**config.mk**
```make
export PLATFORM = sky130hd
export DESIGN_NAME = io_space_decode_gp_regs
export DESIGN_NICKNAME = d
export VERILOG_FILES = /design/src/hw/io_space_pkg.sv /design/src/hw/io_space_decode_gp_regs.sv /design/src/hw/scratch_bank.sv
export VERILOG_INCLUDE_DIRS = /design/src /design/src/hw
export SDC_FILE = /design/constraint.sdc
export NUM_CORES = 1
export LEC_CHECK = 0
export ABC_AREA = 1
export BUFFER_PORTS_ARGS = -buffer_cell sky130_fd_sc_hd__buf_2
export CORE_ASPECT_RATIO = 0.8
export CORE_MARGIN = 5
export CORE_UTILIZATION = 59
export CTS_BUF_LIST = sky130_fd_sc_hd__clkbuf_8
export CTS_CLUSTER_DIAMETER = 150
export DETAILED_ROUTE_END_ITERATION = 6
export PLACE_DENSITY = 0.82
export SETUP_SLACK_MARGIN = 0.3
export SLEW_MARGIN = 20
export SYNTH_ARGS = -nofsm -noshare
export SYNTH_HDL_FRONTEND = slang
export SYNTH_SLANG_ARGS = --single-unit
```
**constraint.sdc**
```tcl
create_clock -name clock -period 3.2 [get_ports clock]
set_clock_uncertainty 0.15 [all_clocks]
set_input_delay 0.16 -clock clock [delete_from_list [all_inputs] [get_ports clock]]
set_output_delay 0.16 -clock clock [all_outputs]
set_load 0.05 [all_outputs]
```
**src/hw/io_space_params.svh**
```systemverilog
// constants for the i/o register space decoder and scratch bank
// assumes a single core-side access port per cycle
// Notes on behaviour
// - four 8-bit scratch registers, reset zero
// - low 32 i/o locations allow bit ops
// - port instructions use six-bit i/o address
// - data address equals i/o address plus 0x20
// - all i/o reachable by data load/store
// - extended 0x60-0xFF reachable by data only
// - some flags clear by writing one
// - bit set/clear touches only addressed bit
`ifndef IO_SPACE_PARAMS_SVH
`define IO_SPACE_PARAMS_SVH

`define IO_DATA_OFFSET 8'h20
`define IO_PORT_TOP 8'h3F
`define IO_BIT_TOP 6'h1F
`define IO_EXT_LOW 8'h60
`define SCRATCH_ADDR_0 6'h1E
`define SCRATCH_ADDR_1 6'h1A
`define SCRATCH_ADDR_2 6'h1B
`define SCRATCH_ADDR_3 6'h1C
`define FLAG_ADDR 6'h1D
`define SCRATCH_RESET 8'h00
`define FLAG_RESET 8'h00

`endif

```
**src/hw/io_space_pkg.sv**
```systemverilog
// types for the i/o register space decoder
// assumes io_space_params.svh supplies the numbers
package io_space_pkg;
	typedef enum logic [2:0]
	{
		OP_NONE = 3'b000,
		OP_PORT_RD = 3'b001,
		OP_PORT_WR = 3'b010,
		OP_DATA_RD = 3'b011,
		OP_DATA_WR = 3'b100,
		OP_BIT_SET = 3'b101,
		OP_BIT_CLR = 3'b110,
		OP_BIT_TEST = 3'b111
	} io_op_e;
endpackage : io_space_pkg

```
**src/hw/io_space_decode_gp_regs.sv**
```systemverilog
// i/o space decoder with scratch bank and one flag register
// assumes the core holds op/address/data valid for one cycle
`timescale 1ns/10ps
`include "io_space_params.svh"
module io_space_decode_gp_regs
	import io_space_pkg::*;
(
	// clock and reset
	input wire logic clock,
	input wire logic rst,
	// core access
	input wire io_op_e op,
	input wire logic [7:0] addr,
	input wire logic [2:0] bitSel,
	input wire logic [7:0] wrData,
	// flag event sources, same clock domain
	input wire logic [7:0] flagSet,
	// answers
	output logic [7:0] rdData,
	output logic rdValid,
	output logic skipTaken,
	output logic [7:0] flagStatus
);
	logic [7:0] flags;
	logic [7:0] next_flags;
	logic [7:0] bankRd;
	logic [7:0] bankPeek;
	logic [7:0] bankWrData;
	logic [2:0] rdSrc;
	logic [2:0] bitReg;
	logic testPending;

	// port ops see a six-bit address
	wire portOp = (op == OP_PORT_RD) || (op == OP_PORT_WR);
	wire bitOp = (op == OP_BIT_SET) || (op == OP_BIT_CLR) ||
		(op == OP_BIT_TEST);
	wire dataOp = (op == OP_DATA_RD) || (op == OP_DATA_WR);
	// data address minus offset gives i/o address
	wire [7:0] dataIo = addr - `IO_DATA_OFFSET;
	// extended area and memory never map here
	wire dataHit = dataOp && (addr >= `IO_DATA_OFFSET) &&
		(addr < `IO_EXT_LOW);
	wire bitHit = bitOp && (addr[7:5] == 3'b000);
	wire portHit = portOp && (addr[7:6] == 2'b00);
	wire [5:0] ioAddr = dataOp ? dataIo[5:0] : addr[5:0];
	wire anyHit = dataHit || bitHit || portHit;
	wire isWrite = (op == OP_PORT_WR) || (op == OP_DATA_WR);
	wire isRead = (op == OP_PORT_RD) || (op == OP_DATA_RD);
	wire isFlag = anyHit && (ioAddr == `FLAG_ADDR);
	wire [7:0] bitMask = 8'h01 << bitSel;

	function automatic logic [2:0] scratchSel(input logic [5:0] a);
		unique case (a)
			`SCRATCH_ADDR_0: scratchSel = 3'b100;
			`SCRATCH_ADDR_1: scratchSel = 3'b101;
			`SCRATCH_ADDR_2: scratchSel = 3'b110;
			`SCRATCH_ADDR_3: scratchSel = 3'b111;
			default: scratchSel = 3'b000;
		endcase
	endfunction : scratchSel

	wire [2:0] sel = scratchSel(ioAddr);
	wire isScratch = anyHit && sel[2];
	// bit ops rewrite only the chosen bit
	always_comb
	begin
		bankWrData = wrData;
		if (op == OP_BIT_SET)
			bankWrData = bankPeek | bitMask;
		else if (op == OP_BIT_CLR)
			bankWrData = bankPeek & ~bitMask;
	end
	wire bankWr = isScratch && (isWrite || op == OP_BIT_SET ||
		op == OP_BIT_CLR);

	scratch_bank #(.DEPTH(4)) bank (
		.clock(clock),
		.rst(rst),
		.wrEn(bankWr),
		.wrIndex(sel[1:0]),
		.wrData(bankWrData),
		.rdIndex(sel[1:0]),
		.rdData(bankRd),
		.peekData(bankPeek)
	);

	// write one clears, set wins over clear
	always_comb
	begin
		next_flags = flags;
		if (isFlag && isWrite)
			next_flags = flags & ~wrData;
		// bit set on a flag clears that bit only
		else if (isFlag && op == OP_BIT_SET)
			next_flags = flags & ~bitMask;
		next_flags = next_flags | flagSet;
	end

	always_ff @(posedge clock)
	begin
		if (rst)
			flags <= `FLAG_RESET;
		else
			flags <= next_flags;
	end

	always_ff @(posedge clock)
	begin
		if (rst)
		begin
			rdSrc <= 3'b000;
			rdValid <= 1'b0;
			testPending <= 1'b0;
			bitReg <= 3'b000;
		end
		else
		begin
			rdValid <= isRead;
			testPending <= (op == OP_BIT_TEST);
			bitReg <= bitSel;
			// reads select source by decoded location
			rdSrc <= (isRead || op == OP_BIT_TEST) ?
				{isScratch, isFlag, 1'b1} : 3'b000;
		end
	end

	wire [7:0] flagsHeld;
	logic [7:0] flagsLate;
	always_ff @(posedge clock)
	begin
		if (rst)
			flagsLate <= 8'h00;
		else
			flagsLate <= flags;
	end
	assign flagsHeld = flagsLate;
	wire [7:0] readMux = rdSrc[2] ? bankRd :
		(rdSrc[1] ? flagsHeld : 8'h00);

	// outputs registered one stage after the data settles
	logic [7:0] rdOut;
	logic skipOut;
	logic validOut;
	always_ff @(posedge clock)
	begin
		if (rst)
		begin
			rdOut <= 8'h00;
			skipOut <= 1'b0;
			validOut <= 1'b0;
			flagStatus <= `FLAG_RESET;
		end
		else
		begin
			rdOut <= rdValid ? readMux : 8'h00;
			skipOut <= testPending && readMux[bitReg];
			validOut <= rdValid;
			flagStatus <= flags;
		end
	end
	always_comb
	begin
		rdData = rdOut;
		skipTaken = skipOut;
	end

	logic validSeen;
	always_ff @(posedge clock)
	begin
		if (rst)
			validSeen <= 1'b0;
		else
			validSeen <= validOut;
	end

	a_unmapped_write_ignored: assert property (@(posedge clock)
		disable iff (rst) (isWrite && !anyHit) |-> !bankWr ##1
		(flags == ($past(flags) | $past(flagSet))))
		else $error("write to unmapped location changed state");
	a_flag_w1c: assert property (@(posedge clock)
		disable iff (rst) (isFlag && isWrite && flagSet == 8'h00) |=>
		((flags & $past(wrData)) == 8'h00))
		else $error("write-one did not clear flag");
	a_flag_zero_keeps: assert property (@(posedge clock)
		disable iff (rst) (isFlag && isWrite) |=>
		((flags & ~$past(wrData)) == ($past(flags) & ~$past(wrData)
		| $past(flagSet) & ~$past(wrData))))
		else $error("writing zero changed a flag");
	a_set_wins: assert property (@(posedge clock)
		disable iff (rst) (flagSet != 8'h00) |=>
		((flags & $past(flagSet)) == $past(flagSet)))
		else $error("flag event lost");
	a_ext_no_hit: assert property (@(posedge clock)
		disable iff (rst) (dataOp && addr >= `IO_EXT_LOW) |-> !anyHit)
		else $error("extended address decoded as i/o");
	a_bit_range: assert property (@(posedge clock)
		disable iff (rst) (bitOp && addr > 8'h1F) |-> !anyHit)
		else $error("bit op above range decoded");
	a_port_range: assert property (@(posedge clock)
		disable iff (rst) (portOp && addr > `IO_PORT_TOP) |-> !anyHit)
		else $error("port op above range decoded");
	a_data_offset: assert property (@(posedge clock)
		disable iff (rst) dataHit |-> (ioAddr == 6'(addr - 8'h20)))
		else $error("data offset mapping wrong");
	a_read_latency: assert property (@(posedge clock)
		disable iff (rst) isRead |-> ##2 validOut)
		else $error("read answer missing after two cycles");
	a_unmapped_reads_zero: assert property (@(posedge clock)
		disable iff (rst) (isRead && !anyHit) |-> ##2 (rdOut == 8'h00))
		else $error("unmapped read not zero");
	a_bit_op_mask: assert property (@(posedge clock)
		disable iff (rst) (bankWr && (op == OP_BIT_SET || op == OP_BIT_CLR))
		|-> ((((bankWrData ^ bankPeek) & ~bitMask) == 8'h00) &&
		(bankWrData[bitSel] == (op == OP_BIT_SET))))
		else $error("bit op rewrote another bit");
	a_skip_needs_test: assert property (@(posedge clock)
		disable iff (rst) skipOut |-> $past(testPending))
		else $error("skip raised without a bit test");

	c_scratch_write: cover property (@(posedge clock) bankWr);
	c_bit_set_flag: cover property (@(posedge clock)
		isFlag && op == OP_BIT_SET);
	c_skip: cover property (@(posedge clock) skipOut);
	c_read_back: cover property (@(posedge clock) validSeen);
endmodule : io_space_decode_gp_regs

```
**src/hw/scratch_bank.sv**
```systemverilog
// four-entry byte memory holding the scratch registers
// assumes one write and one read index per cycle
`timescale 1ns/10ps
`include "io_space_params.svh"
module scratch_bank
	import io_space_pkg::*;
#(
	parameter int DEPTH = 4
)
(
	// clock and reset
	input wire logic clock,
	input wire logic rst,
	// write side
	input wire logic wrEn,
	input wire logic [1:0] wrIndex,
	input wire logic [7:0] wrData,
	// read side
	input wire logic [1:0] rdIndex,
	output logic [7:0] rdData,
	output logic [7:0] peekData
);
	logic [7:0] store [DEPTH];

	always_ff @(posedge clock)
	begin
		if (rst)
		begin
			for (int i = 0; i < DEPTH; i++)
				store[i] <= `SCRATCH_RESET;
		end
		else if (wrEn)
			store[wrIndex] <= wrData;
	end

	always_ff @(posedge clock)
	begin
		if (rst)
			rdData <= 8'h00;
		else
			rdData <= store[rdIndex];
	end

	// combinational view used for read-modify-write
	assign peekData = store[rdIndex];
endmodule : scratch_bank

```
### Word level (Yosys, flattened, before mapping)

Memory sizes are Yosys's and may differ from the RTL's.
Index checks and enable logic that the tools add are counted.

| word-level totals | value |
|---|---|
| register bits | 40 |
| memory bits (writable) | 32 |
| memories | 1 |
| output and inout bits | 18 |
| memory bits (read-only) | 0 |
| latch bits | 0 |

| operators by class | value |
|---|---|
| multipliers | 0 |
| eq/ne operators | 12 |
| divide/modulo/power cells | 0 |
| multiplexer cells | 18 |
| bitwise operators | 9 |
| add/subtract/negate cells | 1 |
| reductions and logical operators | 26 |
| order comparisons | 3 |
| shift operators | 1 |

Memory list:

| memory | words | bits a word | rd ports | clocked after memory_dff | write ports | line | source |
|---|---|---|---|---|---|---|---|
| bank.store | 4 | 8 | 1 | 0 | 4 | scratch_bank.sv:23 | `logic [7:0] store [DEPTH];` |

Operator list:

| kind | number |
|---|---|
| $mux 8 | 7 |
| $eq 6x5->1 const B | 5 |
| $and 8x8->8 | 3 |
| $not 8->8 | 2 |
| $or 8x8->8 | 2 |
| $eq 3x3->1 const B | 4 |
| $pmux 3 s4 | 1 |
| $logic_or 1x1->1 | 11 |
| $logic_and 1x1->1 | 10 |
| $ge 8x6->1 const B | 1 |
| $lt 8x7->1 const B | 1 |
| $reduce_or 8->1 | 1 |
| $shl 1x3->8 const A | 1 |
| $mux 1 | 7 |
| $eq 3x2->1 const B | 2 |
| $mux 6 | 1 |
| $sub 6x6->6 const B | 1 |
| $lt 3x4->1 const B | 1 |
| $reduce_or 2->1 | 2 |
| $bmux 1 s3 | 1 |
| $eq 3x1->1 const B | 1 |
| $logic_not 3->1 | 1 |
| $logic_not 2->1 | 1 |
| $mux 2 | 1 |
| $not 1->1 | 2 |

### Depth between registers and ports, before layout

Gate-level depths: netlist (run 1).

| depth | value |
|---|---|
| word-level depth | 13 |
| gate-level depth with buffers | 12 |
| gate-level depth less buffers | 12 |

### Cells and area by module

From an unflattened synthesis (run 1), not the netlist that was laid out.

| second synthesis, totals | value |
|---|---|
| cell total of the unflattened synthesis | 412 |
| area, all modules | 3,439.5 µm² |

Modules (own cells, without submodules):

| module | seq. area each (µm²) | area an instance (µm²) | instances | cells an instance |
|---|---|---|---|---|
| scratch_bank | 1,121.1 | 1,784.2 | 1 | 180 |
| io_space_decode_gp_regs | 640.6 | 1,655.3 | 1 | 232 |

### Worst setup path after synthesis (run 1)

No wires, ideal clock.

| timing | value |
|---|---|
| path kind | input -> register |
| start point | in op[1] |
| end point | mem bank.store[3][0], enable pin |
| data required time | 2.663 ns |
| data arrival time | 1.796 ns |
| cell stages on the path | 7 |
| setup time | 0.387 ns |
| setup slack | 0.867 ns |
| path through | o21ai_1 > nand4_1 > nand3_1 > buf_2 > buf_4 > nand3_1 > o31ai_1 |

RTL lines:

| what | line | source |
|---|---|---|
| start: declaration | io_space_decode_gp_regs.sv:12 | `input wire io_op_e op,` |
| end: declaration | scratch_bank.sv:23 |  |

==> results of run 1 <==
## flip-flops by register name, indices dropped and copies added, names as in the netlist
register and cells:
bank.store 32, bank.rdData 8, flagStatus 8, flags 8
rdData 8, bitReg 3, rdSrc 2, rdValid 1
skipTaken 1, testPending 1
## through the flow
step / utilization [%] / power (uW) / worst slack, ns / hold WS (ns) / instance area, um2
floorplan: - / 1170 / 0.867 / 0.0987 / 3480
global placement: 65.0 / 1230 / 0.816 / 0.252 / 3780
detailed placement: 65.0 / 1240 / 0.733 / 0.257 / 3780
CTS: 70.3 / 1910 / 0.568 / 0.00176 / 4090
global route: 70.3 / 2000 / 0.309 / 0.0202 / 4090
finish: 70.3 / 1910 / 0.541 / 0.0172 / 4090
## worst register-to-register path, stage by stage (launching register included)
cell     delay [ns]
dfxtp_1        0.41
nor2_1         0.47
nand2_1        0.14
nand2_1        0.09
a21oi_1        0.05
o21ai_0        0.07
o21ai_0        0.10
nand2_1        0.06
nand3_1        0.06
nor2_1         0.11
## synth_stat cells (2+ instances only)
master / n / area (um2)
a21oi_1: 25 / 125
a22oi_1: 5 / 37.5
buf_1: 2 / 7.51
buf_2: 5 / 25.0
buf_4: 2 / 15.0
clkbuf_1: 7 / 26.3
dfxtp_1: 40 / 801
edfxtp_1: 32 / 961
inv_1: 69 / 259
inv_2: 2 / 7.51
nand2_1: 66 / 248
nand2_2: 3 / 18.8
nand3_1: 30 / 150
nand3_2: 2 / 20.0
nand4_1: 42 / 263
nor2_1: 75 / 282
nor2_4: 2 / 22.5
nor3_1: 10 / 50.1
o21ai_0: 12 / 60.1
o21ai_1: 2 / 10.0
## kinds of logic (layout without fill, tap and decap cells)
group	Yosys count	count (layout)	share of synthesized area, %
compound gates	48	48	7.59
buf+inv	87	152	9.78
flops	72	72	50.6
mux	1	1	0.288
simple gates	234	234	31.7
## power groups by stage
stage	logic, uW	registers [uW]	clock network (uW)
after detailed placement	207	1030	0
after global routing	245	1010	742
after CTS	219	1010	686
after global placement	203	1030	0
after floorplan	123	1040	0
final	225	1010	681
## path summary, 6_finish.rpt
check        startpoint               end  slack, ns  cells past startpoint
max               op[1]  bank.store[2][4]       0.54                     10
min           wrData[4]          flags[4]       0.02                      4
max reg2reg    rdSrc[2]         skipTaken       1.44                      9
min reg2reg    flags[5]     flagStatus[5]       0.29                      2
## routing by layer
| metal | up-vias | routed length (um) |
|---|---|---|
| li1 | 1593 | - |
| met1 | 1502 | 3750 |
| met2 | 172 | 4100 |
| met3 | 22 | 1040 |
| met4 | 0 | 166 |
| met5 | - | 0 |
## layout make-up
class | count | area [um2] | share of cell area [%]
flip-flops and latches | 72 | 1760 | 43.1
multi-input cells | 283 | 1380 | 33.7
repair buffers | 65 | 395 | 9.67
inverters | 71 | 267 | 6.52
clock buffers | 9 | 124 | 3.03
well taps | 81 | 101 | 2.48
clock inverters | 7 | 63.8 | 1.56
## cells in the final DEF, fill, tap and decap left out
cell type,instances
a22o_1,1
nand3_1,30
o21ai_0,12
nand2_4,1
nor3_1,10
inv_6,3
inv_1,69
a21boi_0,1
nor3_2,1
dfxtp_1,40
nand4_4,1
nand2_1,66
nand4_1,42
buf_4,4
o31ai_1,1
nand3_2,2
o21ai_1,2
mux2i_1,1
inv_4,1
clkinvlp_4,2
nand2_2,3
a22oi_1,5
dlygate4sd3_1,12
buf_2,49
nor2_1,75
clkinv_8,1
inv_2,2
edfxtp_1,32
nor2_2,1
nor2_4,2
a21oi_1,25
clkbuf_8,9
a211oi_1,1
==> flow_metrics.py, run 1 <==
metrics = {
    "timing": {
        "fmax_ghz": 0.376,
        "relSlewSlack_pct": 55.0,
        "setup_viol": 0,
        "rsz0062_at_grt": "false",
        "fin_crit_ns": 2.66,
        "setup_tns_ns": 0,
        "hold_viol": 0,
        "tightest_slew_ns": 0.672,
        "finalCritPeriodShare_pct": 83.1,
        "slew_viol_final": 0,
    },
    "floorplan": {
        "fp.dieH_um": 78.7,
        "num_rows": 25,
        "io_pins": 50,
        "die_area_um2": 7540,
        "start_util_pct": 59.8,
        "die_x_um": 95.8,
        "core-area_um2": 5820,
    },
    "global_route": {
        "use_met3_pct": 6.13,
        "antenna_found_initial": 0,
        "use_met1_pct": 35.9,
        "grt-ovfl-total": 0,
        "first_global_vias": 2981,
        "grt_max_degree": 30,
        "grtUsageMet2_pct": 38.4,
        "grt_pass1_wl_um": 14500,
        "grt-busiest-layer": "met2",
        "grt_usage_pct": 25.5,
    },
    "clock_network": {
        "clk_latency_ns": 0.35,
        "clock-sinks": 72,
        "post_cts_resized": 0,
        "h-tree-depth": 3,
        "clockBufferDepth": 2,
        "clockRootBuffer": "clkbuf_8",
        "cts_setup_buffers": 0,
        "cts_made_buffers": 9,
        "cts_hold_buf": 12,
        "cts_tree": "yes",
        "path_clk_slew_ns": 0.09,
    },
    "synthesis": {
        "synth_seq_area_share_pct": 50.6,
        "yosysWarnings": 0,
        "synth.distinct_cells": 29,
        "syn_area_um2": 3480,
        "avgSynthCellArea_um2": 7.87,
        "synthCells": 442,
        "ys.flop_type": "dfxtp_1",
        "ys_ff_latch": 72,
        "syn-num-nets": 474,
        "async_flop_share_pct": 0,
        "synth-edff-count": 32,
    },
    "job": {
        "max_cap_viol_count": 0,
    },
    "cells_and_area": {
        "final_cells": 588,
        "drive_above_1_share_pct": 16.2,
        "diodes": 0,
        "nets": 534,
        "area_growth_pct": 17.6,
        "nFillCells": 489,
    },
    "critical_path": {
        "crit_required_ns": 3.12,
        "critPathTopFamily": "simple AND/OR/NAND/NOR gates",
        "path_cells": "dlygate4sd3_1 -> buf_2 -> o21ai_1 -> nand2_1 -> nand2_1 -> nand2_4 -> nand3_1 -> nand2_1 -> o21ai_0 -> buf_4",
        "cp_common_cell": "nand2_1",
        "start_kind": "primary input",
        "critPathMaxStageDelay_ns": 0.52,
        "worst-setup-path-type": "in -> reg",
        "critPathArrivalTime_ns": 2.58,
        "worstSetupEndpointType": "register",
        "cpMaxStageDelayCell": "dlygate4sd3_1",
        "worst-path-buf-inv": 3,
        "crit_path_max_fanout": 27,
    },
    "power": {
        "switching_share_pct": 29.1,
        "power_density_nw_per_um2": 468,
        "clkPwrFrac_pct": 35.6,
        "p_comb_share_pct": 11.8,
        "p_int_uw": 1360,
        "p_leak_uw": 0.00188,
        "seq_power_share_pct": 52.6,
        "power.switching_uw": 557,
        "peakVddDrop_v": 0.000294,
    },
    "routing": {
        "drt-total-wl_um": 9060,
        "first_pass_iters": 5,
        "via_per_inst": 5.59,
        "drtAntennaViolNets": 0,
        "wl_per_cell_um": 15.4,
        "drc": 0,
        "drt_iter0_markers": 368,
        "num_vias": 3289,
    },
    "place": {
        "dpl.hpwl_um": 6750,
        "dp_cells": 560,
        "gp_congestion": 0.992,
        "io_buffer_count": 49,
    },
    "outcome": {
        "outcome": "finished clean",
    },
    "hold_path": {
        "hold_path_class": "in -> reg",
    },
}
(Power assumes the default switching activity.)
==> run 2, diff against run 1 <==
- clock period: 3.2 -> 2.6 ns (I/O delays scaled with it)
==> flow_metrics.py, run 2 (synthesis gave the netlist of run 1 again) <==
metrics = {
    "timing": {
        "finalCritPeriodShare_pct": 83.4,
        "relSlewSlack_pct": 45.8,
        "hold_viol": 0,
        "slew_viol_final": 0,
        "tightest_slew_ns": 0.810,
        "rsz0062_at_grt": "false",
        "setup_tns_ns": 0,
        "fin_crit_ns": 2.17,
        "fmax_ghz": 0.461,
        "setup_viol": 0,
    },
    "cells_and_area": {
        "mostFrequentLayoutCells": "75 x nor2_1, 69 x inv_1, 66 x nand2_1",
        "largest_reg_flops": 32,
        "diodes": 0,
        "nFillCells": 455,
        "final_common_cell": "nor2_1",
        "fin_area_um2": 4270,
        "drive_above_1_share_pct": 16.6,
        "final_cells": 600,
        "nets": 546,
        "top_register": "bank.store",
        "area_growth_pct": 22.7,
    },
    "critical_path": {
        "cpMaxStageDelayCell": "nand3_1",
        "crit_path_max_fanout": 27,
        "crit_required_ns": 2.55,
        "worstSetupEndpointType": "register",
        "start_kind": "primary input",
        "path_cells": "buf_2 -> o21ai_1 -> nand3_2 -> nand2_4 -> nand3_1 -> nand2_1 -> nand3_1 -> nand2_1 -> nand2_1 -> nand2_1 -> nor2_1",
        "critPathMaxStageDelay_ns": 0.42,
        "cp_common_cell": "nand2_1",
        "critPathArrivalTime_ns": 2.12,
        "worst-setup-path-type": "in -> reg",
    },
    "global_route": {
        "antenna_found_initial": 0,
        "grt_pass1_wl_um": 15200,
        "first_global_vias": 3239,
        "grt_max_degree": 30,
        "grt-ovfl-total": 0,
        "grt_usage_pct": 27.0,
    },
    "power": {
        "p_leak_uw": 0.00198,
        "seq_power_share_pct": 47.1,
        "switching_share_pct": 25.4,
        "p_total_uw": 2630,
        "clkPwrFrac_pct": 41.5,
        "power_density_nw_per_um2": 617,
        "p_comb_share_pct": 11.4,
        "power.switching_uw": 668,
        "p_int_uw": 1970,
        "peakVddDrop_v": 0.000515,
    },
    "routing": {
        "first_pass_iters": 6,
        "drt_iter0_markers": 627,
        "via_per_inst": 5.79,
        "num_vias": 3475,
        "drt-total-wl_um": 9670,
        "drc": 0,
        "wl_per_cell_um": 16.1,
        "drtAntennaViolNets": 0,
    },
    "clock_network": {
        "clockBufferDepth": 2,
        "h-tree-depth": 3,
        "clockRootBuffer": "clkbuf_8",
        "clk_latency_ns": 0.36,
        "cts_tree": "yes",
        "clock-sinks": 72,
        "post_cts_resized": 0,
        "cts_made_buffers": 9,
        "path_clk_slew_ns": 0.08,
    },
    "place": {
        "io_buffer_count": 49,
        "dpl.hpwl_um": 6510,
        "dpl_cell_area_um2": 3810,
        "gp_congestion": 0.927,
        "dp_cells": 563,
    },
    "floorplan": {
        "die_area_um2": 7540,
        "io_pins": 50,
        "fp.dieH_um": 78.7,
        "core-area_um2": 5820,
        "start_util_pct": 59.8,
        "die_x_um": 95.8,
        "num_rows": 25,
    },
    "job": {
        "max_cap_viol_count": 0,
    },
    "hold_path": {
        "hold_path_class": "in -> reg",
    },
    "outcome": {
        "outcome": "finished clean",
    },
}
## run 2: area by class of cell
cell class,count,area (um2),area share (%)
Clock buffer,9,124,2.90
Clock inverter,7,125,2.93
Inverter,71,267,6.24
Multi-Input combinational cell,283,1380,32.4
Sequential cell,72,1760,41.3
Tap cell,81,101,2.37
Timing Repair Buffer,77,508,11.9
## run 2: critical path, delay by kind of cell
family	cells	cell delay [ns]
and+or+nand+nor	9	1.56
buffers and inverters	1	0.13
AOI/OAI and AO/OA	1	0.29
## run 2: metal layers
| metal | up-vias | track usage [%] | part of all wire (%) |
|---|---|---|---|
| li1 | 1614 | - | - |
| met1 | 1530 | 34.1 | 39 |
| met2 | 271 | 41.2 | 44 |
| met3 | 60 | 11.4 | 13 |
| met4 | 0 | 9.66 | 4.2 |
| met5 | - | 0 | 0 |
## run 2: timing repair
item / CTS / global route
endpoints found under the hold margin: 12 / 0
hold buffers: 21 / 0
setup buffers: 0 / 0
## run 2: final timing paths
path / from / to / slack [ns] / depth (start not counted)
setup / recovery: op[1] / bank.store[0][7] / 0.43 / 11
hold / removal: bitSel[0] / bitReg[0] / 0.04 / 3
setup reg to reg: rdSrc[2] / skipTaken / 0.82 / 7
hold reg to reg: testPending / skipTaken / 0.30 / 2
## run 2: power groups by stage
stage          clock (uW)  sequential [uW]  combinational (uW)
2_1_floorplan           0             1280                 152
3_3_place_gp            0             1260                 252
4_1_cts              1100             1240                 284
6_report             1090             1240                 299
5_1_grt              1150             1250                 322
3_5_place_dp            0             1270                 259
## run 2: per-stage QoR
step	utilization [%]	setup slack, ns	hold slack, ns
after CTS	73.4	0.493	0.00633
after floorplan	-	0.305	0.0687
after global placement	65.5	0.245	0.220
after detailed placement	65.5	0.129	0.225
final	73.4	0.431	0.0417
after global routing	73.4	0.326	0.0333
==> run 3, diff against run 2 <==
- clock period: 2.6 -> 2.19 ns (I/O delays scaled with it)
==> flow_metrics.py, run 3 (synthesis gave the netlist of run 1 again) <==
metrics = {
    "outcome": {
        "outcome": "finished clean",
    },
    "power": {
        "p_leak_uw": 0.00203,
        "peakVddDrop_v": 0.000555,
        "power_density_nw_per_um2": 655,
    },
    "clock_network": {
        "clockBufferDepth": 2,
        "cts_tree": "yes",
        "clk_latency_ns": 0.36,
        "cts_made_buffers": 9,
        "clock-sinks": 72,
        "clockRootBuffer": "clkbuf_8",
        "h-tree-depth": 3,
        "path_clk_slew_ns": 0.09,
    },
    "floorplan": {
        "num_rows": 25,
        "die_x_um": 95.8,
        "core-area_um2": 5820,
        "start_util_pct": 59.8,
        "die_area_um2": 7540,
        "fp.dieH_um": 78.7,
        "io_pins": 50,
    },
    "cells_and_area": {
        "area_growth_pct": 25.6,
        "largest_reg_flops": 32,
        "nets": 558,
        "diodes": 0,
        "drive_above_1_share_pct": 19.6,
        "fin_util_pct": 75.1,
        "top_register": "bank.store",
        "fin_area_um2": 4370,
        "nFillCells": 422,
        "mostFrequentLayoutCells": "75 x nor2_1, 69 x inv_1, 63 x nand2_1",
        "final_common_cell": "nor2_1",
    },
    "timing": {
        "fin_hold_ws_ns": 0.0881,
        "setup_tns_ns": 0,
        "fin_crit_ns": 1.85,
        "hold_viol": 0,
        "tightest_slew_ns": 0.501,
        "setup_viol": 0,
        "fmax_ghz": 0.541,
        "finalCritPeriodShare_pct": 84.4,
        "relSlewSlack_pct": 66.3,
        "slew_viol_final": 0,
        "rsz0062_at_grt": "true",
    },
    "place": {
        "dpl_cell_area_um2": 3880,
        "gp_congestion": 0.935,
        "io_buffer_count": 49,
        "dpl.hpwl_um": 6840,
    },
    "global_route": {
        "antenna_found_initial": 0,
        "grt_usage_pct": 26.7,
        "grt-ovfl-total": 0,
        "first_global_vias": 3160,
        "grt_max_degree": 30,
        "grt_pass1_wl_um": 15000,
    },
    "routing": {
        "via_per_inst": 5.72,
        "wl_per_cell_um": 16.2,
        "drt_iter0_markers": 521,
        "first_pass_iters": 6,
        "drc": 0,
        "drt-total-wl_um": 9900,
        "drtAntennaViolNets": 0,
        "num_vias": 3503,
    },
    "critical_path": {
        "critPathLaunch": "op[1]",
        "timing.rr.start": "rdSrc[2]",
        "critPathTopFamily": "buffers and inverters",
        "reg2reg_to": "skipTaken",
        "crit_path_max_fanout": 5,
        "start_kind": "primary input",
        "critPathMaxStageDelay_ns": 0.58,
        "worst-setup-path-type": "in -> reg",
        "worstSetupEndpointType": "register",
        "path_depth": 11,
        "critPathArrivalTime_ns": 1.95,
        "path_cells": "buf_2 -> o21ai_4 -> nand3_2 -> nand2_4 -> nand2_2 -> nor2_4 -> buf_6 -> nand4_1 -> nand3_1 -> a21oi_1 -> dlygate4sd3_1",
        "ff2ff_path_depth": 7,
        "endpoint": "flags[7]",
        "crit_required_ns": 2.29,
        "r2r_slack_ns": 0.46,
        "cpMaxStageDelayCell": "dlygate4sd3_1",
        "worst-path-buf-inv": 3,
    },
    "hold_path": {
        "hold_path_class": "in -> reg",
    },
    "job": {
        "max_cap_viol_count": 0,
    },
}
run 3: how the worst min path moves through the flow:
stage,start,end,slack [ns],depth (start not counted)
after detailed placement,flagSet[5],flags[5],0.20,3
after CTS,rst,flagStatus[5],0.07,3
after global routing,rst,flagStatus[1],0.12,3
after floorplan,rst,rdValid,0.05,1
final,rst,flagStatus[5],0.09,3
after global placement,flagSet[6],flags[6],0.20,3
run 3: routing by layer:
metal / track usage (%) / wire length (um) / share of wire, %
met1: 34.4 / 3920 / 40
met2: 42.3 / 4530 / 46
met3: 7.57 / 1180 / 12
met4: 10.2 / 261 / 2.6
met5: 0 / 0 / 0
run 3: through the flow:
| step | instances | power, uW | setup WS (ns) |
|---|---|---|---|
| after global routing | 612 | 2980 | 0.286 |
| final | 612 | 2860 | 0.342 |
| after global placement | 570 | 1810 | 0.103 |
| after CTS | 608 | 2840 | 0.321 |
| after floorplan | 442 | 1710 | 0.301 |
| after detailed placement | 570 | 1830 | 0.0254 |
run 3: timing repair:
| item | 4_1_cts | 5_1_grt |
|---|---|---|
| setup endpoints to repair | 0 | 26 |
| hold buffers | 22 | 0 |
| hold endpoints to repair | 13 | 0 |
| gates resized for setup | 0 | 13 |
| setup buffers | 0 | 2 |
run 3: report_power, final:
group | internal, uW | total (uW) | switching (uW)
clock | 435 | 1000 | 567
sequential | 1450 | 1470 | 23.0
combinational | 137 | 390 | 253
total | 2020 | 2860 | 843
run 3: cell type report:
cell class	count	area, um2	share of cell area, %
repair buffers	89	628	14.4
multi-input cells	283	1430	32.7
clock inverters	7	60.1	1.37
clock buffers	9	124	2.84
well taps	81	101	2.32
flip-flops and latches	72	1760	40.3
inverters	71	267	6.10
run 3: tightest hold or removal path: stages:
cell and delay, ns:
buf_2 0.11, buf_4 0.23, nor2_1 0.12
